### src/hdl/pct_timer_regs.svh
`ifndef PCT_TIMER_REGS_SVH
`define PCT_TIMER_REGS_SVH
// ==========================================
// Register byte offsets
`define PCT_OFF_CTRL 8'h00
`define PCT_OFF_SMODE 8'h04
`define PCT_OFF_CHCFG 8'h08
`define PCT_OFF_STAT 8'h0C
`define PCT_OFF_MASK 8'h10
`define PCT_OFF_CNT 8'h14
`define PCT_OFF_PSC 8'h18
`define PCT_OFF_ARR 8'h1C
`define PCT_OFF_CCR0 8'h20
`define PCT_OFF_CCR3 8'h2C
`define PCT_OFF_DT 8'h30
// ==========================================
// Field positions and widths
`define PCT_STAT_UPD 0
`define PCT_STAT_CC 1
`define PCT_STAT_TRG 5
`define PCT_STAT_W 6
`define PCT_CTRL_HWDIR 8
`define PCT_PSC_W 16
`define PCT_DT_W 8
// ==========================================
// Reset values and bus answers
`define PCT_RST_ZERO 32'h0000_0000
`define PCT_RST_ARR 32'hFFFF_FFFF
`define PCT_RESP_OKAY 2'h0
`define PCT_RESP_SLVERR 2'h2
`endif

### src/hdl/pct_pkg.sv
// ==========================================
// Types of the capture and PWM timer
package pct_pkg;
   typedef enum logic [1:0] {
      PCT_CH_CMP = 2'h0,
      PCT_CH_PWM = 2'h1,
      PCT_CH_CAP = 2'h3
   } pct_chmode_e;
   typedef enum logic [2:0] {
      PCT_SM_FREE = 3'h0,
      PCT_SM_TRIG = 3'h1,
      PCT_SM_GATED = 3'h3,
      PCT_SM_EXTCLK = 3'h2,
      PCT_SM_ENC = 3'h6
   } pct_smode_e;
   typedef struct packed {logic spm; logic cms; logic dir; logic cen;} pct_ctrl_s;
   typedef struct packed {logic oen; logic [1:0] cap_edge; pct_chmode_e mode;} pct_chcfg_s;
   typedef struct packed {logic tsel; pct_smode_e mode;} pct_smode_s;
endpackage : pct_pkg

### src/hdl/pct_timer.sv
// Decided for this implementation: the register addresses and the AXI4-Lite register port.
`timescale 1ns/1ns
`default_nettype none
`include "pct_timer_regs.svh"
// ==========================================
// Summary of operation
// - Wide variant: 32-bit up/down auto-reload counter, 16-bit prescaler.
// - Narrow bidirectional variant: 16-bit up/down counter, 16-bit prescaler.
// - Basic variants: 16-bit up-only counter, 16-bit prescaler; encoder mode still counts down here.
// - Four channels, each set for PWM, compare or capture.
// - External trigger input can start or clock the counter.
// - Encoder mode decodes two quadrature inputs into direction and count.
// - Advanced variant inserts dead-time between an output and its complement.
// - Advanced variant drives three complementary pairs, six lines.
// - PWM is edge-aligned or center-aligned by configuration.
// - Single-pulse mode stops the counter after one period.
// - Advanced variant as plain timer behaves like the general timers; here ch_out[2:0] rise one cycle later even at dead-time 0.
// - Timers synchronise to external signals and trigger or gate each other.
// - Capture on input edges measures pulse width.
module pct_timer #(
   parameter int CNT_W = 16,      // Counter width, 32 on the wide variant
   parameter bit HAS_DOWN = 1'b1, // Down and center counting present
   parameter bit HAS_CMPL = 1'b1  // Complementary outputs present
) (
   input wire logic aclk,         // Clock
   input wire logic aresetn,      // Sync reset, active low
   input wire logic [7:0] awaddr, // Write address
   input wire logic awvalid,      // Write address valid
   output logic awready,          // Write address ready
   input wire logic [31:0] wdata, // Write data
   input wire logic [3:0] wstrb,  // Write byte strobes
   input wire logic wvalid,       // Write data valid
   output logic wready,           // Write data ready
   output logic [1:0] bresp,      // Write response
   output logic bvalid,           // Write response valid
   input wire logic bready,       // Write response ready
   input wire logic [7:0] araddr, // Read address
   input wire logic arvalid,      // Read address valid
   output logic arready,          // Read address ready
   output logic [31:0] rdata,     // Read data
   output logic [1:0] rresp,      // Read response
   output logic rvalid,           // Read data valid
   input wire logic rready,       // Read data ready
   input wire logic [3:0] ch_in,  // Channel pins, input side
   output logic [3:0] ch_out,     // Channel pins, output side
   output logic [3:0] ch_oe,      // Channel pins, drive enable
   output logic [2:0] chn_out,    // Complementary outputs
   output logic [2:0] chn_oe,     // Complementary drive enable
   input wire logic etr_in,       // External trigger pin
   input wire logic trg_in,       // Trigger from another timer
   output logic trg_out,          // Update pulse to other timers
   output logic irq               // Interrupt level
);
   import pct_pkg::*;

   localparam logic [31:0] ARR_RST = `PCT_RST_ARR;
   localparam int SW = `PCT_STAT_W;
   localparam int DW = `PCT_DT_W;
   localparam int PW = `PCT_PSC_W;

   logic [4:0] sy1_ff, sy2_ff, sp_ff;
   logic trp_ff;
   pct_ctrl_s ctrl_ff, nxt_ctrl;
   pct_smode_s smode_ff, nxt_smode;
   pct_chcfg_s [3:0] chcfg_ff, nxt_chcfg;
   logic [SW-1:0] stat_ff, nxt_stat, mask_ff, nxt_mask, ev;
   logic [PW-1:0] psc_ff, nxt_psc, pscc_ff, nxt_pscc;
   logic [DW-1:0] dt_ff, nxt_dt;
   logic [CNT_W-1:0] cnt_ff, nxt_cnt, arr_ff, nxt_arr;
   logic [CNT_W-1:0] ccr_ff [4];
   logic [CNT_W-1:0] nxt_ccr [4];
   logic hdir_ff, nxt_hdir, trgo_ff, nxt_trgo, irq_ff, nxt_irq;
   logic [3:0] ref_ff, nxt_ref, refd_ff, p_ff, nxt_p;
   logic [2:0] n_ff, nxt_n;
   logic [DW-1:0] dtc_ff [3];
   logic [DW-1:0] nxt_dtc [3];
   logic tick, upd, trg_lvl, trg_rise, enc, center, dn, src, hit;
   logic rise, fall;
   logic [CNT_W:0] sv;
   logic [31:0] wv, wc;
   logic aw_ok_ff, nxt_awok, w_ok_ff, nxt_wok, do_wr;
   logic [7:0] awa_ff, nxt_awa;
   logic [31:0] wd_ff, nxt_wd, rdata_ff, nxt_rdata;
   logic [3:0] ws_ff, nxt_ws;
   logic bvalid_ff, nxt_bvalid, rvalid_ff, nxt_rvalid;
   logic [1:0] bresp_ff, nxt_bresp, rresp_ff, nxt_rresp;

   // ==========================================
   // Helper functions
   // Byte-lane merge of a write into an old word
   function automatic logic [31:0] wmerge(input logic [31:0] old, input logic [31:0] d,
                                          input logic [3:0] s);
      logic [31:0] r;
      r = old;
      for (int b = 0; b < 4; b++) begin
         if (s[b]) begin
            r[8*b +: 8] = d[8*b +: 8];
         end
      end
      return r;
   endfunction : wmerge

   // Address decode, aligned and inside the map
   function automatic logic mapped(input logic [7:0] a);
      return (a[1:0] == 2'h0) && (a <= `PCT_OFF_DT);
   endfunction : mapped

   // Register read view
   function automatic logic [31:0] rdmux(input logic [7:0] a);
      logic [31:0] r;
      r = `PCT_RST_ZERO;
      if (a == `PCT_OFF_CTRL) begin
         r[3:0] = ctrl_ff;
         r[`PCT_CTRL_HWDIR] = hdir_ff;
      end else if (a == `PCT_OFF_SMODE) begin
         r[3:0] = smode_ff;
      end else if (a == `PCT_OFF_CHCFG) begin
         for (int j = 0; j < 4; j++) begin
            r[8*j +: 5] = chcfg_ff[j];
         end
      end else if (a == `PCT_OFF_STAT) begin
         r[SW-1:0] = stat_ff;
      end else if (a == `PCT_OFF_MASK) begin
         r[SW-1:0] = mask_ff;
      end else if (a == `PCT_OFF_CNT) begin
         r[CNT_W-1:0] = cnt_ff;
      end else if (a == `PCT_OFF_PSC) begin
         r[PW-1:0] = psc_ff;
      end else if (a == `PCT_OFF_ARR) begin
         r[CNT_W-1:0] = arr_ff;
      end else if (a == `PCT_OFF_DT) begin
         r[DW-1:0] = dt_ff;
      end else if (a >= `PCT_OFF_CCR0 && a <= `PCT_OFF_CCR3 && a[1:0] == 2'h0) begin
         r[CNT_W-1:0] = ccr_ff[a[3:2]];
      end
      return r;
   endfunction : rdmux

   // One counting step with wrap flag on top
   function automatic logic [CNT_W:0] step(input logic [CNT_W-1:0] c,
                                           input logic [CNT_W-1:0] top, input logic down);
      if (down) begin
         return (c == '0) ? {1'b1, top} : {1'b0, c - 1'b1};
      end
      return (c >= top) ? {1'b1, {CNT_W{1'b0}}} : {1'b0, c + 1'b1};
   endfunction : step

   // ==========================================
   // AXI4-Lite slave handshake
   assign awready = ~aw_ok_ff & ~bvalid_ff;
   assign wready = ~w_ok_ff & ~bvalid_ff;
   assign arready = ~rvalid_ff;
   assign do_wr = aw_ok_ff & w_ok_ff & ~bvalid_ff;
   assign bvalid = bvalid_ff;
   assign bresp = bresp_ff;
   assign rvalid = rvalid_ff;
   assign rdata = rdata_ff;
   assign rresp = rresp_ff;

   // Next state of the bus channels
   always_comb begin
      nxt_awok = aw_ok_ff;
      nxt_wok = w_ok_ff;
      nxt_awa = awa_ff;
      nxt_wd = wd_ff;
      nxt_ws = ws_ff;
      nxt_bvalid = bvalid_ff;
      nxt_bresp = bresp_ff;
      nxt_rvalid = rvalid_ff;
      nxt_rdata = rdata_ff;
      nxt_rresp = rresp_ff;
      if (awvalid && awready) begin
         nxt_awok = 1'b1;
         nxt_awa = awaddr;
      end
      if (wvalid && wready) begin
         nxt_wok = 1'b1;
         nxt_wd = wdata;
         nxt_ws = wstrb;
      end
      if (do_wr) begin
         nxt_awok = 1'b0;
         nxt_wok = 1'b0;
         nxt_bvalid = 1'b1;
         nxt_bresp = mapped(awa_ff) ? `PCT_RESP_OKAY : `PCT_RESP_SLVERR;
      end else if (bvalid_ff && bready) begin
         nxt_bvalid = 1'b0;
      end
      if (arvalid && arready) begin
         nxt_rvalid = 1'b1;
         nxt_rdata = rdmux(araddr);
         nxt_rresp = mapped(araddr) ? `PCT_RESP_OKAY : `PCT_RESP_SLVERR;
      end else if (rvalid_ff && rready) begin
         nxt_rvalid = 1'b0;
      end
   end

   // ==========================================
   // Timer core: prescaler, counter, channels, registers
   always_comb begin
      nxt_ctrl = ctrl_ff;
      nxt_smode = smode_ff;
      nxt_chcfg = chcfg_ff;
      nxt_mask = mask_ff;
      nxt_psc = psc_ff;
      nxt_dt = dt_ff;
      nxt_arr = arr_ff;
      nxt_ccr = ccr_ff;
      nxt_cnt = cnt_ff;
      nxt_pscc = pscc_ff;
      nxt_hdir = hdir_ff;
      nxt_ref = ref_ff;
      nxt_stat = stat_ff;
      ev = '0;
      tick = 1'b0;
      upd = 1'b0;
      sv = '0;
      wv = `PCT_RST_ZERO;
      wc = `PCT_RST_ZERO;
      rise = 1'b0;
      fall = 1'b0;
      hit = 1'b0;
      trg_lvl = smode_ff.tsel ? trg_in : sy2_ff[4];
      trg_rise = trg_lvl & ~trp_ff;
      enc = (smode_ff.mode == PCT_SM_ENC);
      center = ctrl_ff.cms & HAS_DOWN;
      dn = center ? hdir_ff : (ctrl_ff.dir & HAS_DOWN);
      // Clock source and prescaler
      case (smode_ff.mode)
         PCT_SM_EXTCLK: src = trg_rise;
         PCT_SM_GATED: src = trg_lvl;
         PCT_SM_ENC: src = 1'b0;
         default: src = 1'b1;
      endcase
      if (ctrl_ff.cen && src) begin
         if (pscc_ff >= psc_ff) begin
            nxt_pscc = '0;
            tick = 1'b1;
         end else begin
            nxt_pscc = pscc_ff + 16'h0001;
         end
      end
      // Counter step, reload and center turnaround
      if (tick) begin
         sv = step(cnt_ff, arr_ff, dn);
         upd = sv[CNT_W];
         nxt_hdir = dn;
         if (center && upd) begin
            nxt_hdir = ~dn;
            sv = step(cnt_ff, arr_ff, ~dn);
         end
         nxt_cnt = sv[CNT_W-1:0];
      end
      // Quadrature decode, one step per single-input change
      if (enc && ctrl_ff.cen && ((sy2_ff[0] ^ sp_ff[0]) ^ (sy2_ff[1] ^ sp_ff[1]))) begin
         sv = step(cnt_ff, arr_ff, ~(sy2_ff[0] ^ sp_ff[1]));
         upd = sv[CNT_W];
         nxt_hdir = ~(sy2_ff[0] ^ sp_ff[1]);
         nxt_cnt = sv[CNT_W-1:0];
      end
      // Update and trigger events
      if (upd) begin
         ev[`PCT_STAT_UPD] = 1'b1;
         if (ctrl_ff.spm) begin
            nxt_ctrl.cen = 1'b0;
         end
      end
      if (trg_rise) begin
         ev[`PCT_STAT_TRG] = 1'b1;
         if (smode_ff.mode == PCT_SM_TRIG) begin
            nxt_ctrl.cen = 1'b1;
         end
      end
      // Register writes
      if (do_wr) begin
         wv = wmerge(rdmux(awa_ff), wd_ff, ws_ff);
         wc = wmerge(`PCT_RST_ZERO, wd_ff, ws_ff);
         if (awa_ff == `PCT_OFF_CTRL) begin
            nxt_ctrl = pct_ctrl_s'(wv[3:0]);
         end else if (awa_ff == `PCT_OFF_SMODE) begin
            nxt_smode = pct_smode_s'(wv[3:0]);
         end else if (awa_ff == `PCT_OFF_CHCFG) begin
            for (int j = 0; j < 4; j++) begin
               nxt_chcfg[j] = pct_chcfg_s'(wv[8*j +: 5]);
            end
         end else if (awa_ff == `PCT_OFF_STAT) begin
            nxt_stat = stat_ff & ~wc[SW-1:0];
         end else if (awa_ff == `PCT_OFF_MASK) begin
            nxt_mask = wv[SW-1:0];
         end else if (awa_ff == `PCT_OFF_CNT) begin
            nxt_cnt = wv[CNT_W-1:0];
         end else if (awa_ff == `PCT_OFF_PSC) begin
            nxt_psc = wv[PW-1:0];
         end else if (awa_ff == `PCT_OFF_ARR) begin
            nxt_arr = wv[CNT_W-1:0];
         end else if (awa_ff == `PCT_OFF_DT) begin
            nxt_dt = wv[DW-1:0];
         end else if (mapped(awa_ff) && awa_ff >= `PCT_OFF_CCR0) begin
            nxt_ccr[awa_ff[3:2]] = wv[CNT_W-1:0];
         end
      end
      // Channels: capture, compare, PWM
      for (int i = 0; i < 4; i++) begin
         rise = sy2_ff[i] & ~sp_ff[i];
         fall = ~sy2_ff[i] & sp_ff[i];
         if (chcfg_ff[i].mode == PCT_CH_CAP) begin
            hit = chcfg_ff[i].cap_edge[1] ? (rise | fall)
                  : (chcfg_ff[i].cap_edge[0] ? fall : rise);
            if (hit) begin
               nxt_ccr[i] = cnt_ff;
               ev[`PCT_STAT_CC + i] = 1'b1;
            end
         end else begin
            if (tick && cnt_ff == ccr_ff[i]) begin
               ev[`PCT_STAT_CC + i] = 1'b1;
               if (chcfg_ff[i].mode == PCT_CH_CMP) begin
                  nxt_ref[i] = ~ref_ff[i];
               end
            end
            if (chcfg_ff[i].mode == PCT_CH_PWM) begin
               nxt_ref[i] = (cnt_ff < ccr_ff[i]);
            end
         end
      end
      // Flags: hardware set wins over software clear
      nxt_stat = nxt_stat | ev;
      nxt_irq = |(nxt_stat & nxt_mask);
      nxt_trgo = upd;
   end

   // ==========================================
   // Dead-time insertion on the complementary pairs
   always_comb begin
      nxt_dtc = dtc_ff;
      nxt_p = p_ff;
      nxt_n = n_ff;
      nxt_p[3] = ref_ff[3];
      for (int i = 0; i < 3; i++) begin
         if (!HAS_CMPL) begin
            nxt_p[i] = ref_ff[i];
            nxt_n[i] = 1'b0;
         end else if (ref_ff[i] != refd_ff[i]) begin
            nxt_dtc[i] = dt_ff;
            nxt_p[i] = 1'b0;
            nxt_n[i] = 1'b0;
         end else if (dtc_ff[i] != '0) begin
            nxt_dtc[i] = dtc_ff[i] - 8'h01;
         end else begin
            nxt_p[i] = ref_ff[i];
            nxt_n[i] = ~ref_ff[i];
         end
      end
   end

   // Pin drive enables follow channel configuration
   always_comb begin
      for (int i = 0; i < 4; i++) begin
         ch_oe[i] = chcfg_ff[i].oen & (chcfg_ff[i].mode != PCT_CH_CAP);
      end
      chn_oe = HAS_CMPL ? ch_oe[2:0] : 3'h0;
   end
   assign ch_out = p_ff;
   assign chn_out = n_ff;
   assign trg_out = trgo_ff;
   assign irq = irq_ff;

   // ==========================================
   // State registers
   always_ff @(posedge aclk) begin
      sy1_ff <= {etr_in, ch_in};
      sy2_ff <= sy1_ff;
      if (!aresetn) begin
         sp_ff <= '0;
         trp_ff <= 1'b0;
         aw_ok_ff <= 1'b0;
         w_ok_ff <= 1'b0;
         awa_ff <= 8'h00;
         wd_ff <= `PCT_RST_ZERO;
         ws_ff <= 4'h0;
         bvalid_ff <= 1'b0;
         bresp_ff <= `PCT_RESP_OKAY;
         rvalid_ff <= 1'b0;
         rdata_ff <= `PCT_RST_ZERO;
         rresp_ff <= `PCT_RESP_OKAY;
         ctrl_ff <= '0;
         smode_ff <= '0;
         chcfg_ff <= '0;
         stat_ff <= '0;
         mask_ff <= '0;
         psc_ff <= '0;
         pscc_ff <= '0;
         dt_ff <= '0;
         cnt_ff <= '0;
         arr_ff <= ARR_RST[CNT_W-1:0];
         ccr_ff <= '{default: '0};
         hdir_ff <= 1'b0;
         trgo_ff <= 1'b0;
         irq_ff <= 1'b0;
         ref_ff <= 4'h0;
         refd_ff <= 4'h0;
         p_ff <= 4'h0;
         n_ff <= 3'h0;
         dtc_ff <= '{default: '0};
      end else begin
         sp_ff <= sy2_ff;
         trp_ff <= trg_lvl;
         aw_ok_ff <= nxt_awok;
         w_ok_ff <= nxt_wok;
         awa_ff <= nxt_awa;
         wd_ff <= nxt_wd;
         ws_ff <= nxt_ws;
         bvalid_ff <= nxt_bvalid;
         bresp_ff <= nxt_bresp;
         rvalid_ff <= nxt_rvalid;
         rdata_ff <= nxt_rdata;
         rresp_ff <= nxt_rresp;
         ctrl_ff <= nxt_ctrl;
         smode_ff <= nxt_smode;
         chcfg_ff <= nxt_chcfg;
         stat_ff <= nxt_stat;
         mask_ff <= nxt_mask;
         psc_ff <= nxt_psc;
         pscc_ff <= nxt_pscc;
         dt_ff <= nxt_dt;
         cnt_ff <= nxt_cnt;
         arr_ff <= nxt_arr;
         ccr_ff <= nxt_ccr;
         hdir_ff <= nxt_hdir;
         trgo_ff <= nxt_trgo;
         irq_ff <= nxt_irq;
         ref_ff <= nxt_ref;
         refd_ff <= ref_ff;
         p_ff <= nxt_p;
         n_ff <= nxt_n;
         dtc_ff <= nxt_dtc;
      end
   end
endmodule : pct_timer
`default_nettype wire

### config.mk
export PLATFORM = sky130hd
export DESIGN_NAME = pct_timer
export DESIGN_NICKNAME = d
export VERILOG_FILES = /design/src/hdl/pct_pkg.sv /design/src/hdl/pct_timer.sv
export VERILOG_INCLUDE_DIRS = /design/src /design/src/hdl
export SDC_FILE = /design/constraint.sdc
export NUM_CORES = 1
export LEC_CHECK = 0
export ABC_CLOCK_PERIOD_IN_PS = 2750
export BUFFER_PORTS_ARGS = -buffer_cell sky130_fd_sc_hd__buf_2
export CAP_MARGIN = 20
export CORE_ASPECT_RATIO = 1.2
export CORE_MARGIN = 4
export CORE_UTILIZATION = 50
export CTS_BUF_LIST = sky130_fd_sc_hd__clkbuf_4 sky130_fd_sc_hd__clkbuf_8
export DETAILED_ROUTE_END_ITERATION = 12
export PLACE_DENSITY = 0.79
export SYNTH_ARGS = -nofsm -noshare
export SYNTH_HDL_FRONTEND = slang
export SYNTH_SLANG_ARGS = --single-unit
### constraint.sdc
create_clock -name aclk -period 2.75 [get_ports aclk]
set_input_delay 0.1375 -clock aclk [delete_from_list [all_inputs] [get_ports aclk]]
set_output_delay 0.1375 -clock aclk [all_outputs]
set_load 0.05 [all_outputs]
==> results.toml <==
[synthesis]
synth_top_area_share_pct = 32.1
synth_fa_ha_area_share_pct = 7.37
synth_most_common_cell = "nand2_1"
muxShareOfSynthArea_pct = 6.74
synth_area_um2 = 18900
synth_ff_type = "dfxtp_1"
async_flop_share_pct = 0
synth_area_leaders = "dfxtp_1, ha_1, nand2_1, a21oi_1, nor2_1"
yosys_warnings = 0
synthSimpleGateAreaFrac_pct = 21.2
yosys.area_share.xor_xnor_pct = 2.42
synthTopCellsByCount = "nand2_1, dfxtp_1, nor2_1, a21oi_1, o21ai_0"
synth_compound_area_share_pct = 23.7
syn_inst = 2429
synth_top_family_by_area = "compound AO/OA/AOI/OAI gates"
yosysSeqAreaShare_pct = 32.1
avgSynthCellArea_um2 = 7.76
yosysTopAreaCell = "dfxtp_1"
synth-seq-cells = 302
synth_edf_count = 0
yosysUniqueCellTypes = 92

[drt]
drtAntennaViolNets = 0
drcViolationCount = 0
avgRoutedWirePerCell_um = 24.0
vias = 20724
drtPass1Iterations = 7
via_per_inst = 6.42
wl_um = 77500
drt_iter0_drc = 2457

[worst_setup_path]
worstSetupStartpoint = "awa_ff[7]"
crit_fanout = 11
reg2reg_from = "awa_ff[7]"
endpoint_kind = "flip-flop"
arrival_ps = 3240
critical_path_required_ps = 3270
startpoint_type = "flip-flop"
crit_type = "reg2reg"

[grt]
overflow = 0
grt_use_met1_pct = 46.2
use_met2_pct = 58.1
grt_util_all_layers_pct = 36.5
antenna_found_initial = 1
grt_pass1_wl_um = 115000
grt_max_degree = 142
grt-busiest-layer = "met2"
met3_usage_pct = 6.91
grt_pass1_vias = 19455

[power]
seqPwrFrac_pct = 40.1
switching_share_pct = 32.2
p_total_w = 0.0120
pwr-share-comb_pct = 22.0
pwr_density_cell_nw_per_um2 = 517
power.internal_w = 0.00815
p_switching_w = 0.00388
clock_power_share_pct = 38.0
leakage_nw = 9.60
ir_drop_uv = 548

[die]
die_area_um2 = 40900
fp-row-count = 77
die_y_um = 221
die_w_um = 185
start_util_pct = 50.8
core_area_um2 = 37100
pin_count = 122

[place]
dp.cells = 3073
portBuffers = 107
gp_congestion = 1.04
place_hpwl_um = 56700

[sta]
hold_viol = 0
tightestPinTransition_ps = 950
fin_crit_ps = 2730
tns_ps = 0
slew_headroom_pct = 36.7
rsz0062_at_grt = "true"
fin_skew_ps = 36.0
finalSetupViolations = 0
report.final.slew_viol_count = 0
fmax_mhz = 367
finalCritPeriodShare_pct = 99.1

[clock_tree]
clock-sinks = 302
cts_tree = "done"
clk_pin_slew_ps = 70
cts_buffers = 50
clk_latency_ps = 650
htree_levels = 2
cts_buffer_depth = 3
cts-root-buf = "clkbuf_8"

[worst_hold_path]
hold_path_class = "in2reg"
hold_path.startpoint = "araddr[5]"

[status]
status = "finished clean"

[cells_and_area]
syn_to_final_growth_pct = 23.4
final_cells = 3228
final_nets = 2889
final_core_util_pct = 62.7
drive_above_1_share_pct = 20.2

[run]
cap_violations = 0
-- flip-flops by register name, summed over array words and instances, names as in the netlist, 8 cells and up --
register	cells
ccr_ff	64
rdata	26
wd_ff	26
dtc_ff	24
chcfg_ff	20
arr_ff	16
cnt_ff	16
psc_ff	16
pscc_ff	16
awa_ff	8
dt_ff	8
-- per-layer routing --
layer / share of wire (%) / vias to the layer above / wire length, um
li1: - / 9254 / -
met1: 37 / 9705 / 28600
met2: 45 / 1430 / 35000
met3: 11 / 335 / 8690
met4: 6.8 / 0 / 5240
met5: 0 / - / 0
-- logic make-up after synthesis --
| kind of cell | count (synthesis) |
|---|---|
| adder cells (fa/ha/maj) | 111 |
| XOR/XNOR | 52 |
| flip-flops | 302 |
| AO/OA/AOI/OAI | 690 |
| multiplexers | 86 |
| buffers and inverters | 301 |
| other | 1 |
| AND/OR/NAND/NOR | 886 |
-- timing repair --
| action | in CTS | in global routing |
|---|---|---|
| setup buffers | 0 | 2 |
| setup endpoints to repair | 6 | 57 |
| resized for setup | 6 | 45 |
| endpoints found under the hold margin | 49 | 0 |
| pin swaps | 0 | 10 |
| hold buffers | 58 | 0 |
-- power by group through the flow --
stage	logic [W]	registers (W)	clock network [W]
final	0.00264	0.00482	0.00457
after global routing	0.00284	0.00484	0.00479
after global placement	0.00239	0.00489	0
after floorplan	0.00159	0.00492	0
after CTS	0.00255	0.00481	0.00458
after detailed placement	0.00247	0.00491	0
-- path summary, 6_finish.rpt --
| kind | to | slack, ps | depth (start not counted) |
|---|---|---|---|
| worst min-delay path | rresp[1] | 50 | 5 |
| worst max-delay path | ccr_ff[9] | 20 | 10 |
| worst max register to register | ccr_ff[9] | 20 | 10 |
| worst min register to register | sy2_ff[2] | 330 | 0 |
-- final cells by class --
class                           count  area (um^2)
Clock buffer                       73          967
Inverter                          127          482
Multi-Input combinational cell   1833        11800
Sequential cell                   302         6060
Clock inverter                     19          189
Antenna cell                        1         2.50
Timing Repair Buffer              399         3180
Fill cell                        3097        13800
Tap cell                          474          593
-- cells in the final DEF (no fill, tap or decap), types with 9 or more instances in the layout --
cell type,netlist,final
ha_1,111,110
nand2b_1,18,17
or3_1,12,9
o211a_1,14,14
a211oi_1,40,40
a22oi_1,20,20
nor2_1,250,245
a21o_1,18,18
mux2_2,13,13
a31oi_1,21,21
inv_1,125,124
mux4_2,30,30
dlygate4sd3_1,0,58
o221ai_1,10,10
o21ai_0,156,151
buf_12,0,22
xnor2_1,30,30
buf_4,15,209
nand3_1,58,58
and2_1,27,27
nor4_1,11,9
nor3_1,54,50
dfxtp_2,0,9
nor2b_1,24,24
nand4_1,22,22
nand2_1,350,348
a221oi_1,28,26
dfxtp_1,302,291
o21a_1,12,10
buf_2,22,107
a21oi_1,207,203
mux2i_1,41,41
o22ai_1,21,21
xor2_1,22,22
and3_1,14,12
clkbuf_8,0,67
o211ai_1,50,50
-- stage by stage --
| stage | area, um^2 | worst slack [ps] | hold slack [ps] |
|---|---|---|---|
| after global routing | 23300 | -112 | 55.8 |
| after global placement | 21300 | 0.436 | 240 |
| final | 23300 | 24.7 | 45.4 |
| after CTS | 23100 | 3.49 | 3.41 |
| after detailed placement | 21300 | -32.1 | 241 |
| after floorplan | 18900 | 47.2 | 165 |
-- critical path: stages (launching register included) --
cell	delay (ps)
dfxtp_1	330
or4_4	570
buf_4	220
nor3_1	260
buf_4	210
a22oi_1	120
a32o_1	310
mux2i_4	170
buf_12	160
o21ai_0	100
o211a_1	130
Note: power is estimated with default switching activity, not from simulation.
